--- src/common/csbc_pkg.sv ---
// Package of constants for the chip select base configuration block
package csbc_pkg;
  // ----------------------------------------
  // Register offsets (word index on the register port)
  // ----------------------------------------
  localparam logic [2:0] ADDR_REGION1_START = 3'h0;
  localparam logic [2:0] ADDR_REGION2_START = 3'h1;
  localparam logic [2:0] ADDR_REGION1_MODE = 3'h2;
  localparam logic [2:0] ADDR_REGION2_MODE = 3'h3;
  localparam logic [2:0] ADDR_DECODE_STATUS = 3'h4;
  // ----------------------------------------
  // Start register layout
  // ----------------------------------------
  localparam logic [15:0] START_IMPL_MASK = 16'hff88;
  localparam logic [15:0] REGION1_START_RST = 16'h0080;
  localparam logic [15:0] REGION2_START_RST = 16'h8080;
  localparam logic [15:0] START_ALL_ZERO = 16'h0000;
  localparam int START_HI_MSB = 15;
  localparam int START_HI_LSB = 7;
  localparam int START_B11_POS = 3;
  // ----------------------------------------
  // Mode register layout
  // ----------------------------------------
  localparam logic [15:0] MODE_IMPL_MASK = 16'hf8ff;
  localparam logic [15:0] MODE_RST = 16'h0000;
  localparam int ACK_MSB = 15;
  localparam int ACK_LSB = 14;
  localparam int AMW_MSB = 13;
  localparam int AMW_LSB = 11;
  localparam int DSW_MSB = 7;
  localparam int DSW_LSB = 6;
  localparam int STW_MSB = 5;
  localparam int STW_LSB = 2;
  localparam int DHW_MSB = 1;
  localparam int DHW_LSB = 0;
  // ----------------------------------------
  // External address layout
  // ----------------------------------------
  localparam int EXT_ADDR_W = 24;
  localparam logic [23:0] EXT_ADDR_TOP = 24'hffffff;
endpackage

--- src/rtl/csbc_top.sv ---
// Chip select region start and mode registers with region decode
//
// Notes on behaviour
// - Start registers hold address bits 23..15 in bits 15..7, read/write.
// - Start registers hold address bit 11 in bit 3, read/write.
// - Start bits 6..4 and 2..0 read zero and ignore writes.
// - Reset loads region 1 start with 0080h and region 2 with 8080h.
// - Writing region 2 start as all zeros makes region 1 reach FFFFFFh.
// - Zeroing region 1 start gives no special extension.
`timescale 1ns/1ns
module csbc_top (
  input wire logic sys_clk,
  input wire logic rst,
  input wire logic clk_en,
  input wire logic [2:0] reg_addr,
  input wire logic [15:0] reg_wdata,
  input wire logic reg_wr,
  input wire logic reg_rd,
  output logic [15:0] reg_rdata,
  input wire logic [23:0] ext_addr,
  output logic region1_sel,
  output logic region2_sel,
  output logic region2_zeroed,
  output logic [1:0] ack_mode_sel1,
  output logic [2:0] alt_master_wait1,
  output logic [1:0] data_setup_wait1,
  output logic [3:0] strobe_wait1,
  output logic [1:0] data_hold_wait1,
  output logic [1:0] ack_mode_sel2,
  output logic [2:0] alt_master_wait2,
  output logic [1:0] data_setup_wait2,
  output logic [3:0] strobe_wait2,
  output logic [1:0] data_hold_wait2
);
  // ----------------------------------------
  // State
  // ----------------------------------------
  typedef struct packed {
    logic [15:0] region1_start;
    logic [15:0] region2_start;
    logic [15:0] mode1;
    logic [15:0] mode2;
    logic zeroed;
    logic [15:0] rdata;
    logic sel1;
    logic sel2;
  } csbc_state_s;

  csbc_state_s st_q;
  csbc_state_s st_d;
  logic ge1;
  logic ge2;
  logic [23:0] start2_addr;

  // ----------------------------------------
  // Port decode and data path
  // ----------------------------------------
  logic wr_start1;
  logic wr_start2;
  logic wr_mode1;
  logic wr_mode2;
  logic rd_start1;
  logic rd_start2;
  logic rd_mode1;
  logic rd_mode2;
  logic rd_status;
  logic [15:0] start_wdata;
  logic [15:0] mode_wdata;
  logic wdata_zero;
  logic [15:0] status_word;
  logic [15:0] rd_word;

  // ----------------------------------------
  // Select path
  // ----------------------------------------
  logic sel1_nx;
  logic sel2_nx;

  // ----------------------------------------
  // Region comparators
  // ----------------------------------------
  csbc_region_cmp u_cmp1 (
    .start_reg(st_q.region1_start),
    .ext_addr(ext_addr),
    .at_or_above(ge1),
    .start_addr()
  );

  csbc_region_cmp u_cmp2 (
    .start_reg(st_q.region2_start),
    .ext_addr(ext_addr),
    .at_or_above(ge2),
    .start_addr(start2_addr)
  );

  // ----------------------------------------
  // Write decode
  // ----------------------------------------
  // Unmapped indices decode to nothing, so their writes fall away
  always_comb begin
    wr_start1 = 1'b0;
    wr_start2 = 1'b0;
    wr_mode1 = 1'b0;
    wr_mode2 = 1'b0;
    if (reg_wr) begin
      case (reg_addr)
        csbc_pkg::ADDR_REGION1_START: begin
          wr_start1 = 1'b1;
        end
        csbc_pkg::ADDR_REGION2_START: begin
          wr_start2 = 1'b1;
        end
        csbc_pkg::ADDR_REGION1_MODE: begin
          wr_mode1 = 1'b1;
        end
        csbc_pkg::ADDR_REGION2_MODE: begin
          wr_mode2 = 1'b1;
        end
        default: begin
          wr_start1 = 1'b0;
          wr_start2 = 1'b0;
          wr_mode1 = 1'b0;
          wr_mode2 = 1'b0;
        end
      endcase
    end
  end

  // ----------------------------------------
  // Read decode
  // ----------------------------------------
  // Decoded once so the read mux stays a flat select
  always_comb begin
    rd_start1 = 1'b0;
    rd_start2 = 1'b0;
    rd_mode1 = 1'b0;
    rd_mode2 = 1'b0;
    rd_status = 1'b0;
    if (reg_rd) begin
      case (reg_addr)
        csbc_pkg::ADDR_REGION1_START: begin
          rd_start1 = 1'b1;
        end
        csbc_pkg::ADDR_REGION2_START: begin
          rd_start2 = 1'b1;
        end
        csbc_pkg::ADDR_REGION1_MODE: begin
          rd_mode1 = 1'b1;
        end
        csbc_pkg::ADDR_REGION2_MODE: begin
          rd_mode2 = 1'b1;
        end
        csbc_pkg::ADDR_DECODE_STATUS: begin
          rd_status = 1'b1;
        end
        default: begin
          rd_start1 = 1'b0;
          rd_start2 = 1'b0;
          rd_mode1 = 1'b0;
          rd_mode2 = 1'b0;
          rd_status = 1'b0;
        end
      endcase
    end
  end

  // ----------------------------------------
  // Write data shaping
  // ----------------------------------------
  // Masking here keeps unimplemented bits at zero for every reader
  assign start_wdata = reg_wdata & csbc_pkg::START_IMPL_MASK;
  assign mode_wdata = reg_wdata & csbc_pkg::MODE_IMPL_MASK;
  // Whole word compared, so a partial zero never arms it
  assign wdata_zero = (reg_wdata == csbc_pkg::START_ALL_ZERO);

  // ----------------------------------------
  // Status word
  // ----------------------------------------
  assign status_word = {13'h0000, st_q.zeroed, st_q.sel2, st_q.sel1};

  // ----------------------------------------
  // Read multiplexer
  // ----------------------------------------
  always_comb begin
    rd_word = '0;
    if (rd_start1) begin
      rd_word = st_q.region1_start;
    end
    if (rd_start2) begin
      rd_word = st_q.region2_start;
    end
    if (rd_mode1) begin
      rd_word = st_q.mode1;
    end
    if (rd_mode2) begin
      rd_word = st_q.mode2;
    end
    if (rd_status) begin
      rd_word = status_word;
    end
  end

  // ----------------------------------------
  // Region 1 select
  // ----------------------------------------
  // Registered selects cost a cycle but keep the pins glitch free
  always_comb begin
    if (st_q.zeroed) begin
      sel1_nx = ge1 && (ext_addr <= csbc_pkg::EXT_ADDR_TOP);
    end else begin
      sel1_nx = ge1 && (ext_addr < start2_addr);
    end
  end

  // ----------------------------------------
  // Region 2 select
  // ----------------------------------------
  // Region 2 runs to the top of the external space
  always_comb begin
    if (st_q.zeroed) begin
      sel2_nx = 1'b0;
    end else begin
      sel2_nx = ge2;
    end
  end

  // ----------------------------------------
  // Next state
  // ----------------------------------------
  always_comb begin
    st_d = st_q;
    if (wr_start1) begin
      // No zero special case here, by design
      st_d.region1_start = start_wdata;
    end

    if (wr_start2) begin
      st_d.region2_start = start_wdata;
      st_d.zeroed = wdata_zero;
    end

    if (wr_mode1) begin
      st_d.mode1 = mode_wdata;
    end

    if (wr_mode2) begin
      st_d.mode2 = mode_wdata;
    end
    // Idle reads return zero, so a stale word never looks fresh
    st_d.rdata = rd_word;
    st_d.sel1 = sel1_nx;
    st_d.sel2 = sel2_nx;
  end

  // ----------------------------------------
  // Registers
  // ----------------------------------------
  always_ff @(posedge sys_clk or posedge rst) begin
    if (rst) begin
      st_q.region1_start <= csbc_pkg::REGION1_START_RST;
      st_q.region2_start <= csbc_pkg::REGION2_START_RST;
      st_q.mode1 <= csbc_pkg::MODE_RST;
      st_q.mode2 <= csbc_pkg::MODE_RST;
      st_q.zeroed <= 1'b0;
      st_q.rdata <= '0;
      st_q.sel1 <= 1'b0;
      st_q.sel2 <= 1'b0;
    end else if (clk_en) begin
      st_q <= st_d;
    end
  end

  // ----------------------------------------
  // Read data and selects
  // ----------------------------------------
  // Clock enable low holds all of these, read data too
  always_comb begin
    reg_rdata = st_q.rdata;
    region1_sel = st_q.sel1;
    region2_sel = st_q.sel2;
    region2_zeroed = st_q.zeroed;
  end

  // ----------------------------------------
  // Region 1 mode fields
  // ----------------------------------------
  always_comb begin
    ack_mode_sel1 = st_q.mode1[csbc_pkg::ACK_MSB:csbc_pkg::ACK_LSB];
    alt_master_wait1 = st_q.mode1[csbc_pkg::AMW_MSB:csbc_pkg::AMW_LSB];
    data_setup_wait1 = st_q.mode1[csbc_pkg::DSW_MSB:csbc_pkg::DSW_LSB];
    strobe_wait1 = st_q.mode1[csbc_pkg::STW_MSB:csbc_pkg::STW_LSB];
    data_hold_wait1 = st_q.mode1[csbc_pkg::DHW_MSB:csbc_pkg::DHW_LSB];
  end

  // ----------------------------------------
  // Region 2 mode fields
  // ----------------------------------------
  always_comb begin
    ack_mode_sel2 = st_q.mode2[csbc_pkg::ACK_MSB:csbc_pkg::ACK_LSB];
    alt_master_wait2 = st_q.mode2[csbc_pkg::AMW_MSB:csbc_pkg::AMW_LSB];
    data_setup_wait2 = st_q.mode2[csbc_pkg::DSW_MSB:csbc_pkg::DSW_LSB];
    strobe_wait2 = st_q.mode2[csbc_pkg::STW_MSB:csbc_pkg::STW_LSB];
    data_hold_wait2 = st_q.mode2[csbc_pkg::DHW_MSB:csbc_pkg::DHW_LSB];
  end
endmodule

--- src/rtl/csbc_region_cmp.sv ---
// Compares an external address against a region start value
`timescale 1ns/1ns
module csbc_region_cmp (
  input wire logic [15:0] start_reg,
  input wire logic [23:0] ext_addr,
  output logic at_or_above,
  output logic [23:0] start_addr
);
  // ----------------------------------------
  // Start address from register fields
  // ----------------------------------------
  always_comb begin
    start_addr = '0;
    start_addr[23:15] = start_reg[csbc_pkg::START_HI_MSB:
                                  csbc_pkg::START_HI_LSB];
    start_addr[11] = start_reg[csbc_pkg::START_B11_POS];
    at_or_above = (ext_addr >= start_addr);
  end
endmodule

--- config.mk ---
export PLATFORM = sky130hd
export DESIGN_NAME = csbc_top
export DESIGN_NICKNAME = d
export VERILOG_FILES = /design/src/common/csbc_pkg.sv /design/src/rtl/csbc_top.sv /design/src/rtl/csbc_region_cmp.sv
export SDC_FILE = /design/constraint.sdc
export NUM_CORES = 1
export LEC_CHECK = 0
export BUFFER_PORTS_ARGS = -buffer_cell sky130_fd_sc_hd__buf_4
export CORE_MARGIN = 2
export CORE_UTILIZATION = 49
export DETAILED_ROUTE_END_ITERATION = 12
export PLACE_DENSITY = 0.85
export SETUP_SLACK_MARGIN = 0.3
export SYNTH_ARGS = -nofsm -noshare
export SYNTH_HDL_FRONTEND = slang
export SYNTH_SLANG_ARGS = --single-unit
--- constraint.sdc ---
create_clock -name sys_clk -period 2 [get_ports sys_clk]
set_clock_uncertainty 0.05 [all_clocks]
set_input_delay 0.4 -clock sys_clk [delete_from_list [all_inputs] [get_ports sys_clk]]
set_output_delay 0.4 -clock sys_clk [all_outputs]
set_load 0.02 [all_outputs]
==> results.sh, run 1 <==
export IMPL_overflow=0
export IMPL_crit_type="reg -> reg"
export IMPL_final_core_util_pct=61.5
export IMPL_io_pins=93
export IMPL_ys_seq_elements=65
export IMPL_synthArstFlopShare_pct=100
export IMPL_grt_pass1_wl_um=15100
export IMPL_worstSetupEndpointType="flip-flop"
export IMPL_synth_top_family_by_area="multiplexers"
export IMPL_hp_class="in -> async"
export IMPL_syn2layout_area_growth_pct=22.4
export IMPL_rsz0062_at_grt="yes"
export IMPL_avgViaCountPerCell=5.54
export IMPL_ctsHoldBuffers=0
export IMPL_critPathTopFamily="compound AO/OA/AOI/OAI gates"
export IMPL_rows=32
export IMPL_yosysWarnings=0
export IMPL_synth_edf_count=0
export IMPL_synth_main_ff_cell="dfrtp_1"
export IMPL_cp_slowest_cell="dfstp_2"
export IMPL_tns_ns=0
export IMPL_cp_required_ns=2.19
export IMPL_pwr_density_cell_nw_per_um2=1000
export IMPL_io_buffers=92
export IMPL_cpPeakStageDelay_ns=0.56
export IMPL_finalSetupViolCount=0
export IMPL_routed_wirelength_um=9300
export IMPL_min_period_over_period_pct=85.1
export IMPL_peakVddDrop_mv=0.591
export IMPL_cp_num_buf_inv=1
export IMPL_crit_fanout=3
export IMPL_synthMuxAreaShare_pct=22.6
export IMPL_final_max_slew_viol_count=0
export IMPL_max_slew_margin_pct=75.7
export IMPL_total_leakage_power_uw=0.00232
export IMPL_final_area_um2=4710
export IMPL_ys_seq_area_share_pct=42.4
export IMPL_maxCapViolCount=0
export IMPL_vias=2729
export IMPL_cts_sinks=65
export IMPL_die_width_um=92.6
export IMPL_detailed_place_area_um2=4330
export IMPL_grt_pass1_vias=2951
export IMPL_synth_xor_area_share_pct=0
export IMPL_syn_nets=390
export IMPL_syn_avg_cell_area_um2=11.9
export IMPL_place_congestion=0.840
export IMPL_timing_rr_start="st_q[74]"
export IMPL_status="complete, no violations"
export IMPL_numCtsBuffers=9
export IMPL_drt_first_pass_iters=6
export IMPL_synth_area_um2=3840
export IMPL_start_kind="flip-flop"
export IMPL_dpl_hpwl_um=6860
export IMPL_cts_root_buf="clkbuf_8"
export IMPL_grt_max_degree=66
export IMPL_antenna_found_initial=0
export IMPL_clk_latency_ns=0.35
export IMPL_worstPathArrival_ns=1.89
export IMPL_synthAdderAreaFrac_pct=6.51
export IMPL_diodes=0
export IMPL_critPathLaunch="st_q[74]"
export IMPL_start_util_pct=50.3
export IMPL_gr_usage_all_layers_pct=23.4
export IMPL_cts_buffer_depth=2
export IMPL_fillers=575
export IMPL_layout_nets=454
export IMPL_cts_tree="done"
export IMPL_coreArea_um2=7650
export IMPL_post_route_min_period_ns=1.70
export IMPL_drtIter0Drc=242
export IMPL_clock_fmax_mhz=587
export IMPL_die_area_um2=8570
export IMPL_clk_pin_slew_ns=0.08
export IMPL_routedWlPerCell_um=18.9
export IMPL_synth_cell_types=50
export IMPL_drtAntennaViolNets=0
export IMPL_netlist_instances=322
export IMPL_h_tree_depth=3
export IMPL_die_y_um=92.6
export IMPL_synth_compound_area_share_pct=5.96
export IMPL_yosys_area_share_simple_pct=8.85
export IMPL_cp_cell_sequence="inv_2 > ha_4 > a21o_1 > a221oi_2 > o211ai_1 > o2111a_1"
export IMPL_worst_pin_slew_ns=0.361
export IMPL_drive_above_1_share_pct=45.8
export IMPL_drcViolationCount=0
export IMPL_hold_viol_final=0
export IMPL_hold_ws_ns=0.0832
through the flow:
| step | total power, µW | cells | setup slack, ns |
|---|---|---|---|
| final | 4730 | 493 | 0.298 |
| after global routing | 4940 | 493 | 0.204 |
| after CTS | 4710 | 492 | 0.303 |
| after detailed placement | 3150 | 472 | 0.120 |
| after global placement | 3070 | 472 | 0.187 |
| after floorplan | 2780 | 322 | 0.377 |
cell families (layout without fill, tap and decap cells):
| group | after synthesis | after routing |
|---|---|---|
| AOI/OAI and AO/OA | 34 | 34 |
| buffers and inverters | 84 | 153 |
| and+or+nand+nor | 54 | 54 |
| adders and majority gates | 20 | 20 |
| DFF | 65 | 65 |
| muxes | 65 | 65 |
state kept, by name (all words and copies together), names as in the netlist:
| name | count |
|---|---|
| ack_mode_sel1 | 2 |
| region2_zeroed | 1 |
| reg_rdata | 16 |
| strobe_wait1 | 4 |
| data_setup_wait1 | 2 |
| region2_sel | 1 |
| region1_sel | 1 |
| alt_master_wait2 | 3 |
| alt_master_wait1 | 3 |
| ack_mode_sel2 | 2 |
| data_hold_wait2 | 2 |
| data_hold_wait1 | 2 |
| data_setup_wait2 | 2 |
| st_q | 20 |
| strobe_wait2 | 4 |
synth_stat cells (2+ instances only):
library cell / instances / share of area, %
nand3_1: 9 / 1.2
mux2_2: 11 / 3.2
o21ai_0: 2 / 0.26
a2bb2oi_1: 3 / 0.68
ha_1: 20 / 6.5
a21o_1: 4 / 0.78
buf_2: 3 / 0.39
and3_1: 2 / 0.33
a311oi_1: 2 / 0.46
buf_6: 2 / 0.59
o21ai_1: 7 / 0.91
mux2_4: 18 / 7.0
nand2_1: 7 / 0.68
dfstp_2: 3 / 2.1
nor2_1: 7 / 0.68
inv_1: 32 / 3.1
nor3_1: 3 / 0.39
buf_4: 44 / 8.6
nor4_1: 6 / 0.98
a21oi_1: 6 / 0.78
nand4_1: 5 / 0.81
mux4_2: 7 / 4.1
dfrtp_1: 62 / 40
mux2i_1: 9 / 2.3
mux2_1: 20 / 5.9
nor2b_1: 2 / 0.33
o22ai_1: 3 / 0.49
per-layer routing:
metal  vias to the layer above  track usage [%]  routed length, µm
met1                      1355             29.0               3700
met5                         -                0                  0
met4                         0             12.3                414
met2                       105             38.3               4690
li1                       1233                -                  -
met3                        36             5.21                500
worst register-to-register path, stage by stage, from the launching register on:
cell      delay (ns)
dfstp_2         0.56
inv_2           0.06
ha_4            0.15
a21o_1          0.16
a221oi_2        0.26
o211ai_1        0.11
o2111a_1        0.24
cell type report:
cell class	instances	area, µm²	area share (%)
multi-input cells	173	1760	37.3
flip-flops and latches	65	1630	34.6
repair buffers	105	801	17.0
clock inverters	7	143	3.03
well taps	102	128	2.71
clock buffers	9	124	2.63
inverters	32	124	2.63
cell usage in the layout, fill, tap and decap left out, types with 2 or more instances in the layout:
master and count:
a21o_1 4, a21oi_1 6, a2bb2oi_1 3, buf_4 104, bufinv_16 4, clkbuf_8 9, clkinv_4 2, dfrtp_1 62
dfstp_2 3, ha_1 16, ha_4 4, inv_1 30, mux2_1 20, mux2_2 11, mux2_4 18, mux2i_1 9
mux4_2 7, nand2_1 7, nand3_1 9, nand4_1 5, nor2_1 7, nor2b_1 2, nor3_1 3, nor4_1 6
o21ai_1 8, o22ai_1 3
what timing repair did:
item / in CTS / in global routing
endpoints found under the setup margin: 2 / 2
setup buffers: 4 / 1
pin swaps: 4 / 2
resized for setup: 9 / 3
power breakdown:
part	switching (µW)	internal, µW	total (µW)
Sequential	222	1580	1800
Clock	533	956	1490
Combinational	690	748	1440
worst paths after layout:
check / slack [ns] / cells past startpoint / endpoint
setup / recovery: 0.30 / 6 / region1_sel
hold / removal: 0.08 / 3 / strobe_wait1[3]
setup reg to reg: 0.30 / 6 / region1_sel
hold reg to reg: 0.46 / 2 / reg_rdata[11]
max in group asynchronous: 1.49 / 3 / st_q[58]
min in group sys_clk: 0.25 / 2 / strobe_wait1[2]
Power figures use the tool's default switching activity.
==> inputs of run 2 (changes only) <==
RECOVER_POWER = 25   (was default)
==> run 2 against run 1 <==
  * Non-clock buffer count stayed put
  * Largest cell class unchanged
  * Clock-buffer cell count unchanged
  * Design area shrank 0.37%
  * Critical path depth unchanged
==> results.sh, run 2 (synthesized netlist as in run 1, its figures left out) <==
export IMPL_crit_type="reg -> reg"
export IMPL_finalSetupViolCount=0
export IMPL_clk_latency_ns=0.35
export IMPL_worstPathArrival_ns=1.89
export IMPL_hp_class="in -> reg"
export IMPL_grt_pass1_wl_um=15100
export IMPL_drtAntennaViolNets=0
export IMPL_max_slew_margin_pct=5.75
export IMPL_maxCapViolCount=0
export IMPL_gr_usage_all_layers_pct=23.4
export IMPL_drcViolationCount=0
export IMPL_layout_commonest_cell="buf_4"
export IMPL_total_leakage_power_uw=0.00232
export IMPL_hold_viol_final=0
export IMPL_clock_fmax_mhz=587
export IMPL_fin_cells=493
export IMPL_start_util_pct=50.3
export IMPL_cts_sinks=65
export IMPL_dp_cells=472
export IMPL_rsz0062_at_grt="yes"
export IMPL_power_frac_seq_pct=38.1
export IMPL_clkPwrFrac_pct=31.5
export IMPL_routed_wirelength_um=9300
export IMPL_status="complete, no violations"
export IMPL_peakVddDrop_mv=0.591
export IMPL_regMostFlops="st_q"
export IMPL_grt_max_degree=66
export IMPL_post_route_min_period_ns=1.70
export IMPL_cp_cell_sequence="inv_2 > ha_4 > a21o_1 > a221oi_2 > o211ai_1 > o2111a_1"
export IMPL_numCtsBuffers=9
export IMPL_place_congestion=0.840
export IMPL_coreArea_um2=7650
export IMPL_worst_pin_slew_ns=1.41
export IMPL_netSwitchingFraction_pct=30.6
export IMPL_layout_nets=454
export IMPL_p_int_uw=3280
export IMPL_cp_required_ns=2.19
export IMPL_avgViaCountPerCell=5.52
export IMPL_diodes=0
export IMPL_cp_slowest_cell="dfstp_2"
export IMPL_drtIter0Drc=245
export IMPL_final_max_slew_viol_count=0
export IMPL_largest_register_ffs=20
export IMPL_overflow=0
export IMPL_drive_above_1_share_pct=45.8
export IMPL_vias=2721
export IMPL_cts_buffer_depth=2
export IMPL_die_width_um=92.6
export IMPL_final_area_um2=4690
export IMPL_tns_ns=0
export IMPL_p_sw_uw=1440
export IMPL_io_pins=93
export IMPL_cts_tree="done"
export IMPL_die_y_um=92.6
export IMPL_h_tree_depth=3
export IMPL_detailed_place_area_um2=4330
export IMPL_start_kind="flip-flop"
export IMPL_ctsHoldBuffers=0
export IMPL_clk_pin_slew_ns=0.08
export IMPL_crit_fanout=3
export IMPL_dpl_hpwl_um=6860
export IMPL_die_area_um2=8570
export IMPL_cp_num_buf_inv=1
export IMPL_pwr_share_comb_pct=30.3
export IMPL_drt_first_pass_iters=6
export IMPL_cpPeakStageDelay_ns=0.56
export IMPL_min_period_over_period_pct=85.2
export IMPL_cts_root_buf="clkbuf_8"
export IMPL_rows=32
export IMPL_pwr_density_cell_nw_per_um2=1010
export IMPL_antenna_found_initial=0
export IMPL_worstSetupEndpointType="flip-flop"
export IMPL_fillers=578
export IMPL_io_buffers=92
export IMPL_routedWlPerCell_um=18.9
export IMPL_final_cell_mix="buf_4, dfrtp_1, inv_1, mux2_1, mux2_4"
export IMPL_grt_pass1_vias=2951
export IMPL_syn2layout_area_growth_pct=22.0
export IMPL_critPathTopFamily="compound AO/OA/AOI/OAI gates"
-- run 2: cell types whose count changed in the layout (fill, tap and decap cells not counted) --
cell,previous run,this run
clkinvlp_4,1,0
buf_4,104,103
clkinvlp_2,0,1
buf_2,0,1
clkbuf_4,0,1
buf_12,1,0
-- run 2: path summary, 6_finish.rpt --
kind / start / endpoint / slack (ns) / cells past startpoint
worst min register to register: reg_rdata[11] / reg_rdata[11] / 0.46 / 2
worst max register to register: st_q[74] / region1_sel / 0.30 / 6
max in group asynchronous: rst / data_hold_wait2[0] / 0.52 / 3
worst min-delay path: reg_wdata[4] / strobe_wait1[2] / 0.25 / 2
min in group asynchronous: rst / strobe_wait1[3] / 0.52 / 3
worst max-delay path: st_q[74] / region1_sel / 0.30 / 6
-- run 2: final cells by class --
type | instances | area (µm²) | share of cell area, %
inverter | 32 | 121 | 2.59
multi-input combinational | 173 | 1760 | 37.5
sequential | 65 | 1630 | 34.8
tap | 102 | 128 | 2.72
clock inverter | 7 | 143 | 3.04
timing repair buffer | 105 | 786 | 16.8
clock buffer | 9 | 124 | 2.64
-- run 2: timing repair --
| action | CTS | global route |
|---|---|---|
| endpoints found under the setup margin | 2 | 2 |
| buffers inserted | 4 | 1 |
| resized for setup | 9 | 3 |
| pin swaps | 4 | 2 |
-- run 2: per-stage QoR --
step | power [µW] | hold WS, ns | worst slack, ns | utilization, %
floorplan | 2780 | 0.426 | 0.377 | -
global placement | 3070 | 0.443 | 0.187 | 56.6
detailed placement | 3150 | 0.453 | 0.120 | 56.6
CTS | 4710 | 0.104 | 0.303 | 61.1
global route | 4940 | 0.247 | 0.173 | 61.3
finish | 4720 | 0.249 | 0.296 | 61.3
-- run 2: per-layer routing --
metal	track usage, %	wire [µm]
met1	29.0	3700
met4	12.3	414
met2	38.3	4680
met5	0	0
met3	5.21	508
-- run 2: power groups by stage --
stage	logic [µW]	registers (µW)	clock network, µW
floorplan	1040	1740	0
global placement	1260	1810	0
detailed placement	1330	1820	0
CTS	1410	1800	1500
global route	1550	1830	1550
finish	1430	1800	1490
